`src/hdl/bank_window_defines.svh`:
```
// Offsets, field positions, reset values and the bank count for the bank window
//
// Notes on behaviour
// RULE_01: Sixty-four banks, pointer picks the responding bank.
// RULE_02: Pointer is bits 5..0, read/write, resets zero.
// RULE_03: Bank choice register answers in every bank.
// RULE_04: Reached as dword at 0xC, word/byte 0xE.
// RULE_05: Dword write at 0xC leaves 0xC/0xD alone.
// RULE_06: ROM present: base loads from ROM word 0.
// RULE_07: ROM absent: base resets to 0x300.
// RULE_08: Host base writes never reach the ROM.
// RULE_09: Base bits 15..8 compared with address 15..8.
// RULE_10: Base bits 7..5 compared; bits 4..0 reserved.
// RULE_11: Write-one-to-clear bits clear on one only.
// RULE_12: Host writes reserved bits back unchanged.
// RULE_13: Claim on full match, route by window offset.
`ifndef BANK_WINDOW_DEFINES_SVH
`define BANK_WINDOW_DEFINES_SVH

// Window offsets within a bank (byte addresses)
`define BASE_OFS 4'h0
`define BUS_ERR_OFS 4'h6
`define BANK_DW_OFS 4'hC
`define BANK_OFS 4'hE

// Word groups of the window, offset bits 3..2
`define GRP_BASE 2'h0
`define GRP_BUS_ERR 2'h1
`define GRP_BANK 2'h3

// Bank pointer field
`define BANK_PTR_W 6
`define BANK_COUNT 64
`define BANK_PTR_RESET 6'h00
`define BANK_ZERO 6'h00

// Base address fields
`define BASE_RESET 16'h0300
`define BASE_MASK 16'hFFE0
`define BASE_HI_MSB 15
`define BASE_HI_LSB 8
`define BASE_LO_MSB 7
`define BASE_LO_LSB 5

// Bus error status fields, within the upper half of word group 1
`define BUS_ERR_FLAG_BIT 31
`define BUS_ERR_VAL_MSB 30
`define BUS_ERR_VAL_LSB 27

// Configuration ROM word that holds the base address
`define ROM_BASE_WORD 8'h00
`endif

```
`src/hdl/bank_window_pkg.sv`:
```
// Types and shared helper functions for the bank window
package bank_window_pkg;

  typedef logic [5:0] bank_ptr_t;

  // Base loader states, Gray coded along wait, fetch, done
  typedef enum logic [1:0] {
    LOAD_WAIT = 2'b00,
    LOAD_FETCH = 2'b01,
    LOAD_DONE = 2'b11
  } load_state_e;

  typedef struct packed {
    logic ff1;
    logic ff2;
    logic ff3;
    logic level;
    logic settled;
    logic [1:0] fill;
  } sync_s;

  typedef struct packed {
    load_state_e state;
    logic load;
    logic [15:0] data;
  } loader_s;

  typedef struct packed {
    logic [15:0] base;
    bank_ptr_t bank;
    logic err_flag;
    logic [3:0] err_val;
    logic pend;
    logic [31:0] pend_local;
    logic [3:0] pend_mask;
    logic fwd_wr;
    logic fwd_rd;
    bank_ptr_t fwd_bank;
    logic [3:0] fwd_ofs;
    logic [3:0] fwd_be;
    logic [31:0] fwd_wdata;
    logic ack;
    logic [31:0] rdata;
  } window_s;

  // Address hits the window when both base fields match
  function automatic logic base_match(input logic [15:0] addr, input logic [15:0] base);
    base_match = (addr[15:8] == base[15:8]) && (addr[7:5] == base[7:5]);
  endfunction

  // Byte enable patterns a byte, word or dword access may carry
  function automatic logic be_legal(input logic [3:0] be);
    case (be)
      4'b0001, 4'b0010, 4'b0100, 4'b1000: be_legal = 1'b1;
      4'b0011, 4'b1100, 4'b1111: be_legal = 1'b1;
      default: be_legal = 1'b0;
    endcase
  endfunction

  // Expand byte enables to a bit mask over 32 data bits
  function automatic logic [31:0] lane_mask(input logic [3:0] be);
    lane_mask = {{8{be[3]}}, {8{be[2]}}, {8{be[1]}}, {8{be[0]}}};
  endfunction

endpackage

```
`src/hdl/bank_select_base_decode.sv`:
```
// Host window decode: base compare, bank pointer and routing into the banks
`timescale 1ns/10ps
`default_nettype none
`include "bank_window_defines.svh"
module bank_select_base_decode
  import bank_window_pkg::*;
(
  // Clock and reset
  input wire logic clk,
  input wire logic rst_n,
  // Host bus, synchronous to clk
  input wire logic [15:0] host_addr,
  input wire logic [3:0] host_be,
  input wire logic host_wr,
  input wire logic host_rd,
  input wire logic [31:0] host_wdata,
  output logic host_ready,
  output logic host_hit,
  output logic host_ack,
  output logic [31:0] host_rdata,
  // Configuration ROM strap and word read
  input wire logic config_rom_present_pin,
  output logic rom_req,
  output logic [7:0] rom_word,
  input wire logic rom_ack,
  input wire logic [15:0] rom_data,
  // Live decode state
  output logic [5:0] bank_sel,
  output logic [15:0] base_addr,
  // Forwarded access into the selected bank
  output logic reg_wr,
  output logic reg_rd,
  output logic [5:0] reg_bank,
  output logic [3:0] reg_offset,
  output logic [3:0] reg_be,
  output logic [31:0] reg_wdata,
  input wire logic [31:0] reg_rdata
);

  window_s s;
  window_s next_s;

  logic rom_present;
  logic rom_present_settled;
  logic load;
  logic [15:0] load_data;
  logic load_done;

  // Strap pin crosses in from outside the clock domain
  pin_sync3 u_strap_sync (
    .clk(clk),
    .rst_n(rst_n),
    .pin(config_rom_present_pin),
    .level(rom_present),
    .settled(rom_present_settled)
  );

  // One-time base fetch after reset
  base_loader u_base_loader (
    .clk(clk),
    .rst_n(rst_n),
    .rom_present(rom_present),
    .rom_present_settled(rom_present_settled),
    .rom_req(rom_req),
    .rom_word(rom_word),
    .rom_ack(rom_ack),
    .rom_data(rom_data),
    .load(load),
    .load_data(load_data),
    .done(load_done)
  );

  // Host cycles are refused until the base address is final; a fetched base lands one edge after the load pulse
  assign host_ready = load_done && !load;

  // Claim only on a full base match of both fields
  assign host_hit = host_ready && (host_wr || host_rd) && base_match(host_addr, s.base); // [RULE_09] [RULE_10] [RULE_13]

  // Local lanes, data and write selects for the addressed word group
  logic [1:0] grp;
  logic in_bank0;
  logic [3:0] local_be;
  logic [31:0] local_rdata;
  logic [3:0] wr_be;
  logic bad_be;

  always_comb begin
    grp = host_addr[3:2];
    in_bank0 = (s.bank == `BANK_ZERO);
    local_be = 4'b0000;
    local_rdata = 32'h0000_0000;
    case (grp)
      `GRP_BASE: begin
        if (in_bank0) begin
          local_be = 4'b0011;
          local_rdata = {16'h0000, s.base};
        end
      end
      `GRP_BUS_ERR: begin
        if (in_bank0) begin
          local_be = 4'b1100;
          local_rdata = {s.err_flag, s.err_val, 11'h000, 16'h0000};
        end
      end
      `GRP_BANK: begin
        // Whole group stays local in every bank; 0xC/0xD read as reserved
        local_be = 4'b1111; // [RULE_03] [RULE_05]
        local_rdata = {10'h000, s.bank, 16'h0000}; // [RULE_02] [RULE_04]
      end
      default: begin
        local_be = 4'b0000;
      end
    endcase
    wr_be = (host_hit && host_wr) ? host_be : 4'b0000;
    bad_be = host_hit && !be_legal(host_be);
  end

  // Next state: local registers, forwarding stage and answer stage
  always_comb begin
    next_s = s;
    next_s.fwd_wr = 1'b0;
    next_s.fwd_rd = 1'b0;
    next_s.pend = host_hit;

    // Answer stage: merge local data with what the bank returned
    next_s.ack = s.pend;
    if (s.pend) begin
      next_s.rdata = s.pend_local | (reg_rdata & lane_mask(s.pend_mask));
    end

    // Forward stage: lanes not held here go to the selected bank
    if (host_hit) begin
      next_s.fwd_bank = s.bank; // [RULE_01] [RULE_13]
      next_s.fwd_ofs = host_addr[3:0]; // [RULE_13]
      next_s.fwd_be = host_be & ~local_be;
      next_s.fwd_wdata = host_wdata;
      next_s.fwd_wr = host_wr && ((host_be & ~local_be) != 4'b0000);
      next_s.fwd_rd = host_rd && ((host_be & ~local_be) != 4'b0000);
      next_s.pend_local = host_rd ? (local_rdata & lane_mask(host_be & local_be)) : 32'h0000_0000;
      next_s.pend_mask = host_rd ? (host_be & ~local_be) : 4'b0000;
    end

    // Bank pointer: byte lane 2 of group 3, reached at 0xC or 0xE
    if (grp == `GRP_BANK && wr_be[2]) begin
      next_s.bank = host_wdata[21:16]; // [RULE_02] [RULE_03] [RULE_04] [RULE_05]
    end

    // Base address: host writes change only the live decode value
    if (grp == `GRP_BASE && in_bank0) begin
      if (wr_be[0]) begin
        next_s.base[`BASE_LO_MSB:`BASE_LO_LSB] = host_wdata[7:5]; // [RULE_08] [RULE_10]
      end
      if (wr_be[1]) begin
        next_s.base[`BASE_HI_MSB:`BASE_HI_LSB] = host_wdata[15:8]; // [RULE_08] [RULE_09]
      end
    end

    // ROM fetch result replaces the reset base once
    if (load) begin
      next_s.base = load_data; // [RULE_06]
    end

    // Bus error flag: write one clears, a new error in the same cycle wins
    if (grp == `GRP_BUS_ERR && in_bank0 && wr_be[3] && host_wdata[`BUS_ERR_FLAG_BIT]) begin
      next_s.err_flag = 1'b0; // [RULE_11]
    end
    if (bad_be) begin
      next_s.err_flag = 1'b1;
      next_s.err_val = host_be;
    end
  end

  // State register; base resets to the default used when no ROM is fitted
  always_ff @(posedge clk or negedge rst_n) begin
    if (!rst_n) begin
      s <= '0;
      s.base <= `BASE_RESET; // [RULE_07]
      s.bank <= `BANK_PTR_RESET; // [RULE_02]
    end else begin
      s <= next_s;
    end
  end

  // Outputs
  assign host_ack = s.ack;
  assign host_rdata = s.rdata;
  assign bank_sel = s.bank;
  assign base_addr = s.base;
  assign reg_wr = s.fwd_wr;
  assign reg_rd = s.fwd_rd;
  assign reg_bank = s.fwd_bank;
  assign reg_offset = s.fwd_ofs;
  assign reg_be = s.fwd_be;
  assign reg_wdata = s.fwd_wdata;

endmodule
`default_nettype wire

```
`src/hdl/base_loader.sv`:
```
// Fetches the base address from the configuration ROM once after reset
`timescale 1ns/10ps
`default_nettype none
`include "bank_window_defines.svh"
module base_loader
  import bank_window_pkg::*;
(
  // Clock and reset
  input wire logic clk,
  input wire logic rst_n,
  // Strap level after synchronising
  input wire logic rom_present,
  input wire logic rom_present_settled,
  // Configuration ROM word read
  output logic rom_req,
  output logic [7:0] rom_word,
  input wire logic rom_ack,
  input wire logic [15:0] rom_data,
  // Result toward the window
  output logic load,
  output logic [15:0] load_data,
  output logic done
);

  loader_s s;
  loader_s next_s;

  // Strap is judged once settled; absent ROM keeps the reset base
  always_comb begin
    next_s = s;
    next_s.load = 1'b0;
    case (s.state)
      LOAD_WAIT: begin
        if (rom_present_settled) begin
          next_s.state = rom_present ? LOAD_FETCH : LOAD_DONE; // [RULE_06] [RULE_07]
        end
      end
      LOAD_FETCH: begin
        if (rom_ack) begin
          next_s.data = rom_data & `BASE_MASK; // [RULE_06] [RULE_10]
          next_s.load = 1'b1;
          next_s.state = LOAD_DONE;
        end
      end
      LOAD_DONE: begin
        next_s.state = LOAD_DONE;
      end
      default: begin
        next_s.state = LOAD_WAIT;
      end
    endcase
  end

  // State register
  always_ff @(posedge clk or negedge rst_n) begin
    if (!rst_n) begin
      s <= '{state: LOAD_WAIT, load: 1'b0, data: 16'h0000};
    end else begin
      s <= next_s;
    end
  end

  assign rom_req = (s.state == LOAD_FETCH);
  assign rom_word = `ROM_BASE_WORD;
  assign load = s.load;
  assign load_data = s.data;
  assign done = (s.state == LOAD_DONE);

endmodule
`default_nettype wire

```
`src/hdl/pin_sync3.sv`:
```
// Three-stage synchroniser for a level pin, with an agreement filter
`timescale 1ns/10ps
`default_nettype none
module pin_sync3
  import bank_window_pkg::*;
(
  // Clock and reset
  input wire logic clk,
  input wire logic rst_n,
  // Pin and filtered level
  input wire logic pin,
  output logic level,
  output logic settled
);

  sync_s s;
  sync_s next_s;

  // Level follows the pin only once stages two and three agree
  always_comb begin
    next_s = s;
    next_s.ff1 = pin;
    next_s.ff2 = s.ff1;
    next_s.ff3 = s.ff2;
    // Count the first three edges so the reset zeros never pass as a settled level
    if (s.fill != 2'h3) begin
      next_s.fill = s.fill + 2'h1;
    end
    if (s.fill == 2'h3 && s.ff2 == s.ff3) begin
      next_s.level = s.ff3;
      next_s.settled = 1'b1;
    end
  end

  // State register
  always_ff @(posedge clk or negedge rst_n) begin
    if (!rst_n) begin
      s <= '0;
    end else begin
      s <= next_s;
    end
  end

  assign level = s.level;
  assign settled = s.settled;

endmodule
`default_nettype wire

```
`config.mk`:
```
export PLATFORM = sky130hd
export DESIGN_NAME = bank_select_base_decode
export DESIGN_NICKNAME = d
export VERILOG_FILES = /design/src/hdl/bank_window_pkg.sv /design/src/hdl/bank_select_base_decode.sv /design/src/hdl/base_loader.sv /design/src/hdl/pin_sync3.sv
export VERILOG_INCLUDE_DIRS = /design/src /design/src/hdl
export SDC_FILE = /design/constraint.sdc
export NUM_CORES = 1
export LEC_CHECK = 0
export BUFFER_PORTS_ARGS = -buffer_cell sky130_fd_sc_hd__buf_2
export CELL_PAD_IN_SITES_DETAIL_PLACEMENT = 0
export CELL_PAD_IN_SITES_GLOBAL_PLACEMENT = 1
export CORE_ASPECT_RATIO = 0.6
export CORE_MARGIN = 2
export CORE_UTILIZATION = 39
export DETAILED_ROUTE_END_ITERATION = 6
export PLACE_DENSITY = 0.82
export SLEW_MARGIN = 15
export SYNTH_ARGS = -nofsm -noshare
export SYNTH_HDL_FRONTEND = slang
export SYNTH_SLANG_ARGS = --single-unit
```
`constraint.sdc`:
```
create_clock -name clk -period 2.55 [get_ports clk]
set_clock_uncertainty 0.15 [all_clocks]
set_input_delay 0.255 -clock clk [delete_from_list [all_inputs] [get_ports clk]]
set_output_delay 0.255 -clock clk [all_outputs]
set_load 0.03 [all_outputs]
```
Word level (Yosys, flattened, before mapping)
Index checks and enable logic that the tools add are counted.

Reductions and logical operators: 30. Equal/unequal tests: 18. Bitwise gates (word level): 6. Muxes and demuxes: 22. Add/subtract/negate cells: 1.

Operator list (count): $pmux W32 S3 (1); $and A32 B32 Y32 (2); $mux W32 (2); $mux W48 (1); $mux W16 (2); $or A32 B32 Y32 (1); $mux W19 (1); $mux W17 (1); $logic_and A1 B1 Y1 (14); $eq A4 B4 Y1 const B (3); $mux W4 (3); $pmux W4 S3 (1); $mux W11 (1); $and A4 B4 Y4 (2); $eq A4 B2 Y1 const B (2); $eq A8 B8 Y1 (1); $mux W8 (1); $reduce_and A2 Y1 (4); $reduce_bool A2 Y1 (4); $reduce_or A7 Y1 (1); $eq A2 B2 Y1 const B (3); $logic_not A6 Y1 (1); $mux W2 (3); $pmux W2 S3 (1); other kinds (16) (21).

Flip-flop bits (word level): 161. Logic and storage cells: 102. Input port bits: 106.

Longest topological paths before layout
Gate-level depths: netlist of run 1.

Word-level depth: 10. Gate-level depth with buffers: 9. Gate-level depth less buffers: 6.

By module
From an unflattened synthesis of run 1, not the netlist that was laid out.

Cells, all modules: 798. Area, all modules: 7628.6 um2.

Modules (own cells, without submodules): bank_select_base_decode (area each 6616.3 um2, cells each 724, times used 1); base_loader (area each 764.5 um2, cells each 59, times used 1); pin_sync3 (area each 247.7 um2, cells each 15, times used 1).

Least setup slack after synthesis of run 1
OpenSTA, ideal clock, no wires.

Path kind: register to register. Start: reg u_base_loader.s, in the netlist u_base_loader.load. End: reg s, in the netlist reg_offset[0]. Period minus slack after synthesis: 2620 ps. Data required time: 2275 ps. Path slack: -70 ps. Cell stages (with the launch flop): 10. Library setup time: 125 ps. Arrival: 2345 ps. Buffers on the path: 3. Cells stage by stage: dfrtp_1 buf_2 and3b_1 and3_1 and4_1 buf_2 nand2_1 inv_2 buf_2 mux2_2.

Cells in the longest elaborated chain, start to end: 4.

RTL lines: start: declaration (line base_loader.sv:25) `loader_s s;`; start signal: assignment (line base_loader.sv:57) `s <= '{state: LOAD_WAIT, load: 1'b0, data: 16'h0000};`; start signal: assignment (line base_loader.sv:59) `s <= next_s;`; $logic_not A1 Y1 (line bank_select_base_decode.sv:74) `assign host_ready = load_done && !load;`; $logic_and A1 B1 Y1 (line bank_select_base_decode.sv:74); net host_ready (line bank_select_base_decode.sv:17) `output logic host_ready,`; $logic_and A1 B1 Y1 (2 in a row) (line bank_select_base_decode.sv:77) `assign host_hit = host_ready && (host_wr || host_rd) && base_match(host_addr, s.base);`; net host_hit (line bank_select_base_decode.sv:18) `output logic host_hit,`; end signal: assignment (line bank_select_base_decode.sv:180) `s <= next_s;`; end: declaration (line bank_select_base_decode.sv:40) `window_s s;`.

The timed path passes the listed nets, and every way through them passes these cells. A chain may end at the register's enable or synchronous reset.

Worst setup path after layout of run 1
Start: reg s, in the netlist base_addr[8]. End: reg s[119] (netlist bit).

Cells in the longest elaborated chain, start to end: 4.

RTL lines: $eq A8 B8 Y1 (line bank_window_pkg.sv:48) `base_match = (addr[15:8] == base[15:8]) && (addr[7:5] == base[7:5]);`; $logic_and A1 B1 Y1 (line bank_window_pkg.sv:48); $logic_and A1 B1 Y1 (line bank_select_base_decode.sv:77); $logic_and A1 B1 Y1 (line bank_select_base_decode.sv:115) `bad_be = host_hit && !be_legal(host_be);`.

Every way passes these cells.

==> impl_metrics.tcl, run 1 <==
set metrics [dict create \
    dieArea_mm2 0.0194 \
    numCtsBuffers 17 \
    crit_path_end_kind "register" \
    drt-wirelength-per-cell_um 16.9 \
    r2r-start "base_addr[8]$_DFFE_PN1P_" \
    place_congestion 0.814 \
    vdd_drop_max_v 0.000461 \
    cp_num_buf_inv 2 \
    p_sw_share_pct 33.0 \
    hp-class "primary input to register" \
    first_iter_violations 322 \
    drt-total-wl_mm 18.9 \
    crit_type "register to register" \
    pwr-share-clk_pct 34.8 \
    crit_family "simple AND/OR/NAND/NOR gates" \
    timing.rr.end "s[119]$_DFFE_PN0P_" \
    io_pins 220 \
    p_per_area_mw_per_mm2 799 \
    netlist_area_mm2 0.00713 \
    avgSynthCellArea_um2 10.5 \
    drtAntennaViolNets 0 \
    cts.reportedPaths.clkPinSlew_ns 0.07 \
    core_area_mm2 0.0180 \
    grt_setup_unrepaired "false" \
    synth_ff_type "dfrtp_1" \
    design_power_total_w 0.00727 \
    setup.worst_path.end "s[119]$_DFFE_PN0P_" \
    synth_cells 681 \
    synth_edf_count 0 \
    worst_path_max_delay_cell "dfstp_2" \
    regToRegSetupSlack_ns 0.05 \
    vias 5499 \
    fin_ws_ns 0.0465 \
    min_period_ns 2.50 \
    drive_above_1_share_pct 35.9 \
    worst-path-stages 7 \
    final.setup.tns_ns 0 \
    n_fill_cell 1650 \
    area_delta_synth_final_pct 27.6 \
    drcViolationCount 0 \
    fin_crit_sh_pct 98.2 \
    ys_types 47 \
    grt_max_degree 66 \
    crit_required_ns 2.69 \
    power_switching_w 0.00240 \
    clock.fmax_mhz 399 \
    synthArstFlopShare_pct 100 \
    worstMarginPinSlew_ns 1.07 \
    crit_top_cell "buf_4" \
    nets 971 \
    ys_ff_latch 151 \
    antenna_found_initial 0 \
    reg2reg_depth 7 \
    grt_overflow 0 \
    critPathMaxStageDelay_ns 0.57 \
    cts_tree "yes" \
    drtPass1Iterations 5 \
    maxSlewViolCount 0 \
    most-common-layout-cells "buf_2 (198), dfrtp_1 (148), dlygate4sd3_1 (77)" \
    cp_max_fo 33 \
    pwr-share-comb_pct 23.7 \
    cts_htree_levels 4 \
    cp-start-kind "register" \
    grt_pass1_vias 5338 \
    dpl.hpwl_mm 12.8 \
    clock_latency_ns 0.41 \
    clock-root-buffer "clkbuf_16" \
    finalHoldViolations 0 \
    clockBufferDepth 2 \
    final_common_cell "buf_2" \
    seq_power_share_pct 41.5 \
    synth-seq-area-share_pct 53.0 \
    synth.yosys.warnings 0 \
    die_h_um 109 \
    portBuffers 200 \
    maxCapViolations 0 \
    rows 38 \
    slew_headroom_pct 28.5 \
    fp.dieW_um 179 \
    grt_usage_pct 19.5 \
    startpoint "base_addr[8]$_DFFE_PN1P_" \
    arrival_ns 2.64 \
    start_util_pct 39.7 \
    p_int_w 0.00487 \
    path_cells "xnor2_1 > nand4_1 > or2_1 > buf_4 > nor3_2 > buf_4 > mux2_2" \
    pre_cts_ws_ns 0.0372 \
    status "complete, no violations" \
    diodes 0 \
    setup_viol 0 \
    leakage_nw 4.44 \
    cts_setup_buffers 0 \
    clock-sinks 151 \
    grt_first_pass_wirelength_mm 28.6 \
    drt-vias-per-instance 4.92 \
]
-- through the flow --
step,hold WS (ns),instance area (um2),util (%),instances
final,0.00539,9100,50.6,1117
after global routing,0.0200,9100,50.6,1117
after CTS,0.00353,9060,50.4,1116
after detailed placement,0.110,7710,42.9,1008
after global placement,0.108,7710,42.9,1008
after floorplan,-0.191,7180,-,693
-- cell usage after synthesis, types with 2 or more instances --
cell type / instances / area, um2
and3_1: 3 / 18.8
o41ai_1: 6 / 52.6
dfrtp_1: 149 / 3730
nor4_1: 2 / 12.5
a22o_1: 7 / 61.3
o31ai_1: 6 / 45.0
mux2_2: 46 / 518
and2_1: 2 / 12.5
dfstp_2: 2 / 52.6
buf_1: 5 / 18.8
buf_4: 109 / 818
inv_1: 15 / 56.3
nor2_1: 38 / 143
nand2_1: 58 / 218
a31o_2: 2 / 17.5
a31oi_1: 4 / 25.0
o21a_1: 6 / 45.0
nand4_1: 5 / 31.3
a21oi_1: 47 / 235
or4_1: 2 / 15.0
nand3_1: 26 / 130
o22a_1: 6 / 52.6
clkbuf_1: 23 / 86.3
nand2b_1: 3 / 18.8
a2bb2oi_1: 4 / 35.0
a32o_1: 2 / 20.0
a21boi_0: 2 / 15.0
mux2_4: 6 / 90.1
buf_2: 8 / 40.0
nor3_1: 4 / 20.0
o21ai_0: 57 / 285
xnor2_1: 11 / 96.3
-- tightest hold or removal path: cells and delay by family --
kind	cells	cell delay, ns
AOI/OAI and AO/OA	2	0.20
buffers and inverters	1	0.08
-- worst min-delay path by stage --
stage / start / end / cells after the start / slack (ns)
final: reg_rdata[10] / host_rdata[10]$_DFFE_PN0P_ / 3 / 0.005
after floorplan: rst_n / bank_sel[0]$_DFFE_PN0P_ / 0 / -0.19
after CTS: reg_rdata[18] / host_rdata[18]$_DFFE_PN0P_ / 3 / 0.004
after global routing: reg_rdata[18] / host_rdata[18]$_DFFE_PN0P_ / 3 / 0.02
after global placement: rst_n / reg_bank[3]$_DFFE_PN0P_ / 1 / 0.11
after detailed placement: rst_n / reg_bank[3]$_DFFE_PN0P_ / 1 / 0.11
-- repair_timing --
action | CTS | global route
setup endpoints to repair | 1 | 27
pin swaps | 1 | 2
hold buffers | 76 | 1
gates resized for setup | 2 | 7
hold endpoints to repair | 136 | 1
-- logic make-up after synthesis --
family          count (synthesis)  share of synthesized area, %
buf+inv                       163                          14.6
compound gates                153                          13.0
flops                         151                          53.0
simple gates                  149                          9.32
mux                            52                          8.53
xor+xnor                       11                          1.35
fa+ha+maj                       1                         0.175
other cells                     1                        0.0526
-- layout make-up --
class / instances / area, um2 / area share (%)
Clock inverter: 12 / 143 / 1.57
Clock buffer: 20 / 447 / 4.91
Sequential cell: 151 / 3780 / 41.6
Inverter: 17 / 68.8 / 0.757
Tap cell: 240 / 300 / 3.30
Timing Repair Buffer: 298 / 1980 / 21.8
Multi-Input combinational cell: 379 / 2380 / 26.1
-- sequential cells by signal, summed over array words and instances (netlist names), 2 cells and up --
| signal | cells |
|---|---|
| host_rdata | 32 |
| reg_wdata | 32 |
| s | 31 |
| base_addr | 11 |
| u_base_loader.load_data | 11 |
| bank_sel | 6 |
| reg_bank | 6 |
| reg_be | 4 |
| reg_offset | 4 |
| u_strap_sync.s | 3 |
| u_base_loader.s | 2 |
| u_strap_sync.next_s | 2 |
-- power groups by stage --
stage               registers, W  clock network, W  logic [W]
global placement         0.00305                 0    0.00162
global route             0.00306           0.00271    0.00187
floorplan                0.00297                 0    0.00145
CTS                      0.00302           0.00259    0.00172
finish                   0.00302           0.00253    0.00172
detailed placement       0.00306                 0    0.00163
-- routing by layer --
layer | GRT usage, % | vias up | share of wire (%)
met5 | 0 | - | 0
met2 | 28.8 | 202 | 43
met3 | 5.51 | 11 | 8.0
met4 | 5.46 | 0 | 0.82
met1 | 28.0 | 2681 | 48
li1 | - | 2605 | -
Power figures use the tool's default switching activity.
==> run 2: changes to the inputs <==
--- a/config.mk
+++ b/config.mk
@@ -14,6 +14,7 @@
 export CORE_UTILIZATION = 39
 export DETAILED_ROUTE_END_ITERATION = 6
 export PLACE_DENSITY = 0.82
+export RECOVER_POWER = 50
 export SLEW_MARGIN = 15
 export SYNTH_ARGS = -nofsm -noshare
 export SYNTH_HDL_FRONTEND = slang
==> constraint.sdc (replaced) <==
create_clock -name clk -period 2.55 [get_ports clk]
set_clock_uncertainty 0.15 [all_clocks]
set_input_delay 0.255 -clock clk [delete_from_list [all_inputs] [get_ports clk]]
set_output_delay 0.255 -clock clk [all_outputs]
set_load 0.02 [all_outputs]
==> run 2 against run 1 <==
Net effect:
- the run now ends with max-capacitance violations, max-slew violations left
- setup slack improved by 0.039 ns
- sequential power about the same
- worst hold slack better by 0.0073 ns
- design area fell by 0.83%
- combinational power decreased by 12%
- clock-buffer cell count is 2 lower
- sequential share of layout area up 0.35 points
- critical endpoint is now host_hit
- sequential cell count is the same
- critical path depth did not move
- die area unchanged
- fmax rose by 1.6%
- cell count stayed put
==> impl_metrics.tcl, run 2 (synthesis gave the netlist of run 1 again) <==
set metrics [dict create \
    slew_headroom_pct -15.4 \
    cts_setup_buffers 0 \
    crit_required_ns 2.14 \
    drtAntennaViolNets 0 \
    clock-root-buffer "clkbuf_16" \
    cts_tree "yes" \
    first_iter_violations 250 \
    clock.fmax_mhz 406 \
    design_power_total_w 0.00709 \
    fp.dieW_um 179 \
    final_common_cell "buf_2" \
    most-common-layout-cells "buf_2 (156), dfrtp_1 (148), dlygate4sd3_1 (76)" \
    grt_setup_unrepaired "true" \
    violations "max-capacitance violations, max-slew violations" \
    startpoint "base_addr[8]$_DFFE_PN1P_" \
    antenna_found_initial 0 \
    critPathMaxStageDelay_ns 0.56 \
    clockBufferDepth 2 \
    setup.worst_path.end "host_hit" \
    cp_max_fo 16 \
    area_delta_synth_final_pct 26.5 \
    grt_overflow 0 \
    io_pins 220 \
    leakage_nw 4.34 \
    fin_ws_ns 0.0850 \
    grt_first_pass_wirelength_mm 28.8 \
    clock-sinks 151 \
    drive_above_1_share_pct 31.5 \
    clock_latency_ns 0.42 \
    pre_cts_ws_ns 0.0541 \
    crit_path_end_kind "output port" \
    maxSlewViolCount 68 \
    setup_viol 0 \
    die_h_um 109 \
    worst-path-stages 7 \
    portBuffers 200 \
    cp-start-kind "register" \
    hp-class "primary input to register" \
    arrival_ns 2.06 \
    cp_num_buf_inv 3 \
    path_cells "xnor2_1 > nand4_1 > nor2_2 > nand2_2 > inv_2 > buf_6 > buf_2" \
    cts.reportedPaths.clkPinSlew_ns 0.07 \
    dpl.hpwl_mm 13.2 \
    dp.cells 1009 \
    cts_htree_levels 4 \
    maxCapViolations 1 \
    regToRegSetupSlack_ns 0.15 \
    drt-total-wl_mm 18.6 \
    area.sequential_mm2 0.00378 \
    status "finished with violations" \
    grt_max_degree 69 \
    dieArea_mm2 0.0194 \
    drt-vias-per-instance 4.83 \
    rows 38 \
    final.setup.tns_ns 0 \
    nets 971 \
    timing.rr.end "s[120]$_DFFE_PN0P_" \
    min_period_ns 2.46 \
    fin_crit_sh_pct 96.7 \
    crit_type "register to output port" \
    stdcell_count 1117 \
    multi_input_area_mm2 0.00238 \
    vdd_drop_max_v 0.000483 \
    numCtsBuffers 17 \
    worstMarginPinSlew_ns 1.73 \
    reg2reg_depth 7 \
    start_util_pct 39.7 \
    place_congestion 0.819 \
    grt_usage_pct 19.7 \
    worst_path_max_delay_cell "dfstp_2" \
    grt_pass1_vias 5341 \
    drt-wirelength-per-cell_um 16.7 \
    crit_family "flip-flops" \
    vias 5396 \
    p_per_area_mw_per_mm2 786 \
    core_area_mm2 0.0180 \
    finalHoldViolations 0 \
    r2r-start "base_addr[8]$_DFFE_PN1P_" \
    drtPass1Iterations 4 \
    diodes 0 \
    drcViolationCount 0 \
    n_fill_cell 1695 \
]
## run 2: worst min-delay path by stage
stage	endpoint	slack, ns	from	cells after the start
detailed placement	reg_wdata[19]$_DFFE_PN0P_	0.15	rst_n	1
floorplan	bank_sel[0]$_DFFE_PN0P_	-0.19	rst_n	0
global placement	reg_wdata[19]$_DFFE_PN0P_	0.15	rst_n	1
finish	host_rdata[10]$_DFFE_PN0P_	0.01	reg_rdata[10]	3
CTS	host_rdata[10]$_DFFE_PN0P_	0.001	reg_rdata[10]	3
global route	host_rdata[20]$_DFFE_PN0P_	0.005	reg_rdata[20]	3
## run 2: layout make-up
| class | instances | share of cell area, % |
|---|---|---|
| Clock inverter | 14 | 1.75 |
| Inverter | 17 | 0.707 |
| Tap cell | 240 | 3.33 |
| Timing Repair Buffer | 298 | 21.0 |
| Sequential cell | 151 | 41.9 |
| Multi-Input combinational cell | 379 | 26.4 |
| Clock buffer | 18 | 4.87 |
## run 2: where the power goes
part	total, W	internal (W)	switching (W)
combinational	0.00151	0.000617	0.000898
clock	0.00256	0.00142	0.00114
sequential	0.00301	0.00275	0.000265
total	0.00709	0.00479	0.00230
## run 2: tightest hold or removal path: cells and delay by family
| kind | cells | cell delay, ns |
|---|---|---|
| buffers and inverters | 1 | 0.08 |
| AOI/OAI and AO/OA | 2 | 0.20 |
## run 2: timing repair
action | 4_1_cts | 5_1_grt
gates resized for setup | 2 | 6
hold buffers | 76 | 0
hold endpoints to repair | 144 | 0
endpoints found under the setup margin | 1 | 11
pin swaps | 0 | 1
## run 2: through the flow
stage	utilization, %	hold WS (ns)	area (um2)
3_5_place_dp	42.9	0.154	7700
3_3_place_gp	42.9	0.152	7700
2_1_floorplan	-	-0.191	7180
6_report	50.2	0.0126	9020
4_1_cts	50.4	0.00104	9060
5_1_grt	50.2	0.00465	9020
## run 2: layer usage
layer  GRT usage [%]  vias to the layer above  share of wire (%)
li1                -                     2600                  -
met3            6.07                       13                9.5
met4            5.46                        0                1.0
met1            28.0                     2590                 47
met5               0                        -                  0
met2            29.1                      193                 42
==> run 3: changes to the inputs <==
--- a/config.mk
+++ b/config.mk
@@ -13,7 +13,7 @@
 export CORE_MARGIN = 2
 export CORE_UTILIZATION = 39
 export DETAILED_ROUTE_END_ITERATION = 6
-export PLACE_DENSITY = 0.82
+export PLACE_DENSITY_LB_ADDON = 0.25
 export RECOVER_POWER = 50
 export SLEW_MARGIN = 15
 export SYNTH_ARGS = -nofsm -noshare
==> run 3 against run 2 <==
Net effect:
- the flow still finishes with violations (max-capacitance violations, max-slew violations)
- die area is the same
- clock-buffer cell count is the same
- sequential power is essentially flat
- critical path type is now register to register
==> impl_metrics.tcl, run 3 (synthesis gave the netlist of run 1 again) <==
set metrics [dict create \
    status "finished with violations" \
    violations "max-capacitance violations, max-slew violations" \
    cts_htree_levels 4 \
    grt_usage_pct 19.7 \
    core_area_mm2 0.0180 \
    n_fill_cell 1718 \
    drt-wirelength-per-cell_um 16.8 \
    crit_path_end_kind "register" \
    p_per_area_mw_per_mm2 769 \
    placed_cell_area_mm2 0.00767 \
    cts.reportedPaths.clkPinSlew_ns 0.07 \
    leakage_nw 4.23 \
    cts_tree "yes" \
    design_power_total_w 0.00687 \
    slew_headroom_pct -12.2 \
    fp.dieW_um 179 \
    area_delta_synth_final_pct 25.3 \
    grt_use_met3_pct 5.54 \
    reg2reg_depth 5 \
    place_congestion 0.806 \
    cp_max_fo 6 \
    drt-total-wl_mm 18.7 \
    clock-sinks 151 \
    grt_overflow 0 \
    worstMarginPinSlew_ns 1.68 \
    startpoint "base_addr[8]$_DFFE_PN1P_" \
    met1_usage_pct 28.1 \
    hp-class "primary input to register" \
    drive_above_1_share_pct 29.0 \
    antenna_found_initial 0 \
    final.setup.tns_ns 0 \
    clock.fmax_mhz 410 \
    grt_max_degree 67 \
    stdcell_count 1116 \
    portBuffers 200 \
    dp.cells 1007 \
    arrival_ns 2.58 \
    start_util_pct 39.7 \
    cp_num_buf_inv 0 \
    maxSlewViolCount 67 \
    grt_setup_unrepaired "false" \
    most-common-layout-cells "dfrtp_1 (148), buf_2 (136), dlygate4sd3_1 (76)" \
    cp-start-kind "register" \
    path_cells "xnor2_1 > nand4_1 > or2_1 > or4_4 > mux2_4" \
    numCtsBuffers 17 \
    grt_pass1_vias 5454 \
    first_iter_violations 361 \
    die_h_um 109 \
    drcViolationCount 0 \
    crit_type "register to register" \
    clock_latency_ns 0.41 \
    fin_crit_sh_pct 95.6 \
    drtAntennaViolNets 0 \
    fin_area_mm2 0.00893 \
    finalHoldViolations 0 \
    clockBufferDepth 2 \
    diodes 0 \
    rows 38 \
    critPathMaxStageDelay_ns 0.58 \
    nets 970 \
    setup_viol 0 \
    drt-vias-per-instance 4.89 \
    timing.rr.end "bank_sel[1]$_DFFE_PN0P_" \
    crit_required_ns 2.70 \
    io_pins 220 \
    clock-root-buffer "clkbuf_16" \
    worst-path-stages 5 \
    top_usage_layer "met2" \
    maxCapViolations 1 \
    grt_first_pass_wirelength_mm 29.1 \
    area.sequential_mm2 0.00378 \
    drtPass1Iterations 4 \
    final_common_cell "dfrtp_1" \
    fin_ws_ns 0.113 \
    vias 5458 \
    vdd_drop_max_v 0.000393 \
    crit_family "simple AND/OR/NAND/NOR gates" \
    multi_input_area_mm2 0.00237 \
    met2_usage_pct 29.8 \
    dieArea_mm2 0.0194 \
    dpl.hpwl_mm 13.1 \
    setup.worst_path.end "bank_sel[1]$_DFFE_PN0P_" \
    regToRegSetupSlack_ns 0.11 \
    r2r-start "base_addr[8]$_DFFE_PN1P_" \
    pre_cts_ws_ns 0.00934 \
    min_period_ns 2.44 \
    worst_path_max_delay_cell "or4_4" \
]
run 3: cell count changes in the layout (fill, tap and decap cells not counted), sizes merged:
cell | previous run | this run
inv | 25 | 22
bufinv | 1 | 0
buf | 178 | 156
clkinv | 5 | 6
clkinvlp | 0 | 3
clkbuf | 62 | 83
run 3: layout make-up:
type                       instances  area share (%)
timing repair buffer             297            20.9
inverter                          17           0.714
clock inverter                    14            1.27
tap                              240            3.36
sequential                       151            42.3
multi-input combinational        379            26.5
clock buffer                      18            4.92
run 3: per-layer routing:
layer  wire length [um]  share of wire (%)  vias up
met3               1230                6.5        8
met4                 78               0.42        0
li1                   -                  -     2598
met2               8330                 44      173
met5                  0                  0        -
met1               9100                 49     2679
run 3: power by group:
group	switching (W)	internal [W]	leakage [nW]	total (W)
clock network	0.00106	0.00129	0.266	0.00236
registers	0.000292	0.00275	1.87	0.00304
logic	0.000876	0.000601	2.09	0.00148
total	0.00223	0.00464	4.23	0.00687
run 3: stage by stage:
step | utilization, % | hold WS [ns]
floorplan | - | -0.191
global placement | 42.7 | 0.142
detailed placement | 42.7 | 0.145
CTS | 50.1 | 0.0101
global route | 49.7 | 0.0384
finish | 49.7 | 0.0284
run 3: worst min-delay path by stage:
| stage | startpoint | endpoint | slack (ns) | cells after the start |
|---|---|---|---|---|
| detailed placement | rst_n | u_strap_sync.next_s[5]$_DFF_PN0_ | 0.15 | 1 |
| finish | reg_rdata[18] | host_rdata[18]$_DFFE_PN0P_ | 0.03 | 3 |
| global placement | rst_n | u_strap_sync.next_s[5]$_DFF_PN0_ | 0.14 | 1 |
| global route | reg_rdata[11] | host_rdata[11]$_DFFE_PN0P_ | 0.04 | 3 |
| CTS | reg_rdata[18] | host_rdata[18]$_DFFE_PN0P_ | 0.01 | 3 |
| floorplan | rst_n | bank_sel[0]$_DFFE_PN0P_ | -0.19 | 0 |
run 3: what timing repair did:
item | in CTS | in global routing
resized for setup | 3 | 6
endpoints found under the hold margin | 141 | 0
endpoints found under the setup margin | 2 | 13
pin swaps | 1 | 2
hold buffers | 76 | 0
buffers inserted | 0 | 1
cloned | 0 | 0
run 3: worst reg2reg max path, stage by stage, from the launching register on:
cell	delay (ns)
dfstp_2	0.57
xnor2_1	0.12
nand4_1	0.25
or2_1	0.33
or4_4	0.58
mux2_4	0.33
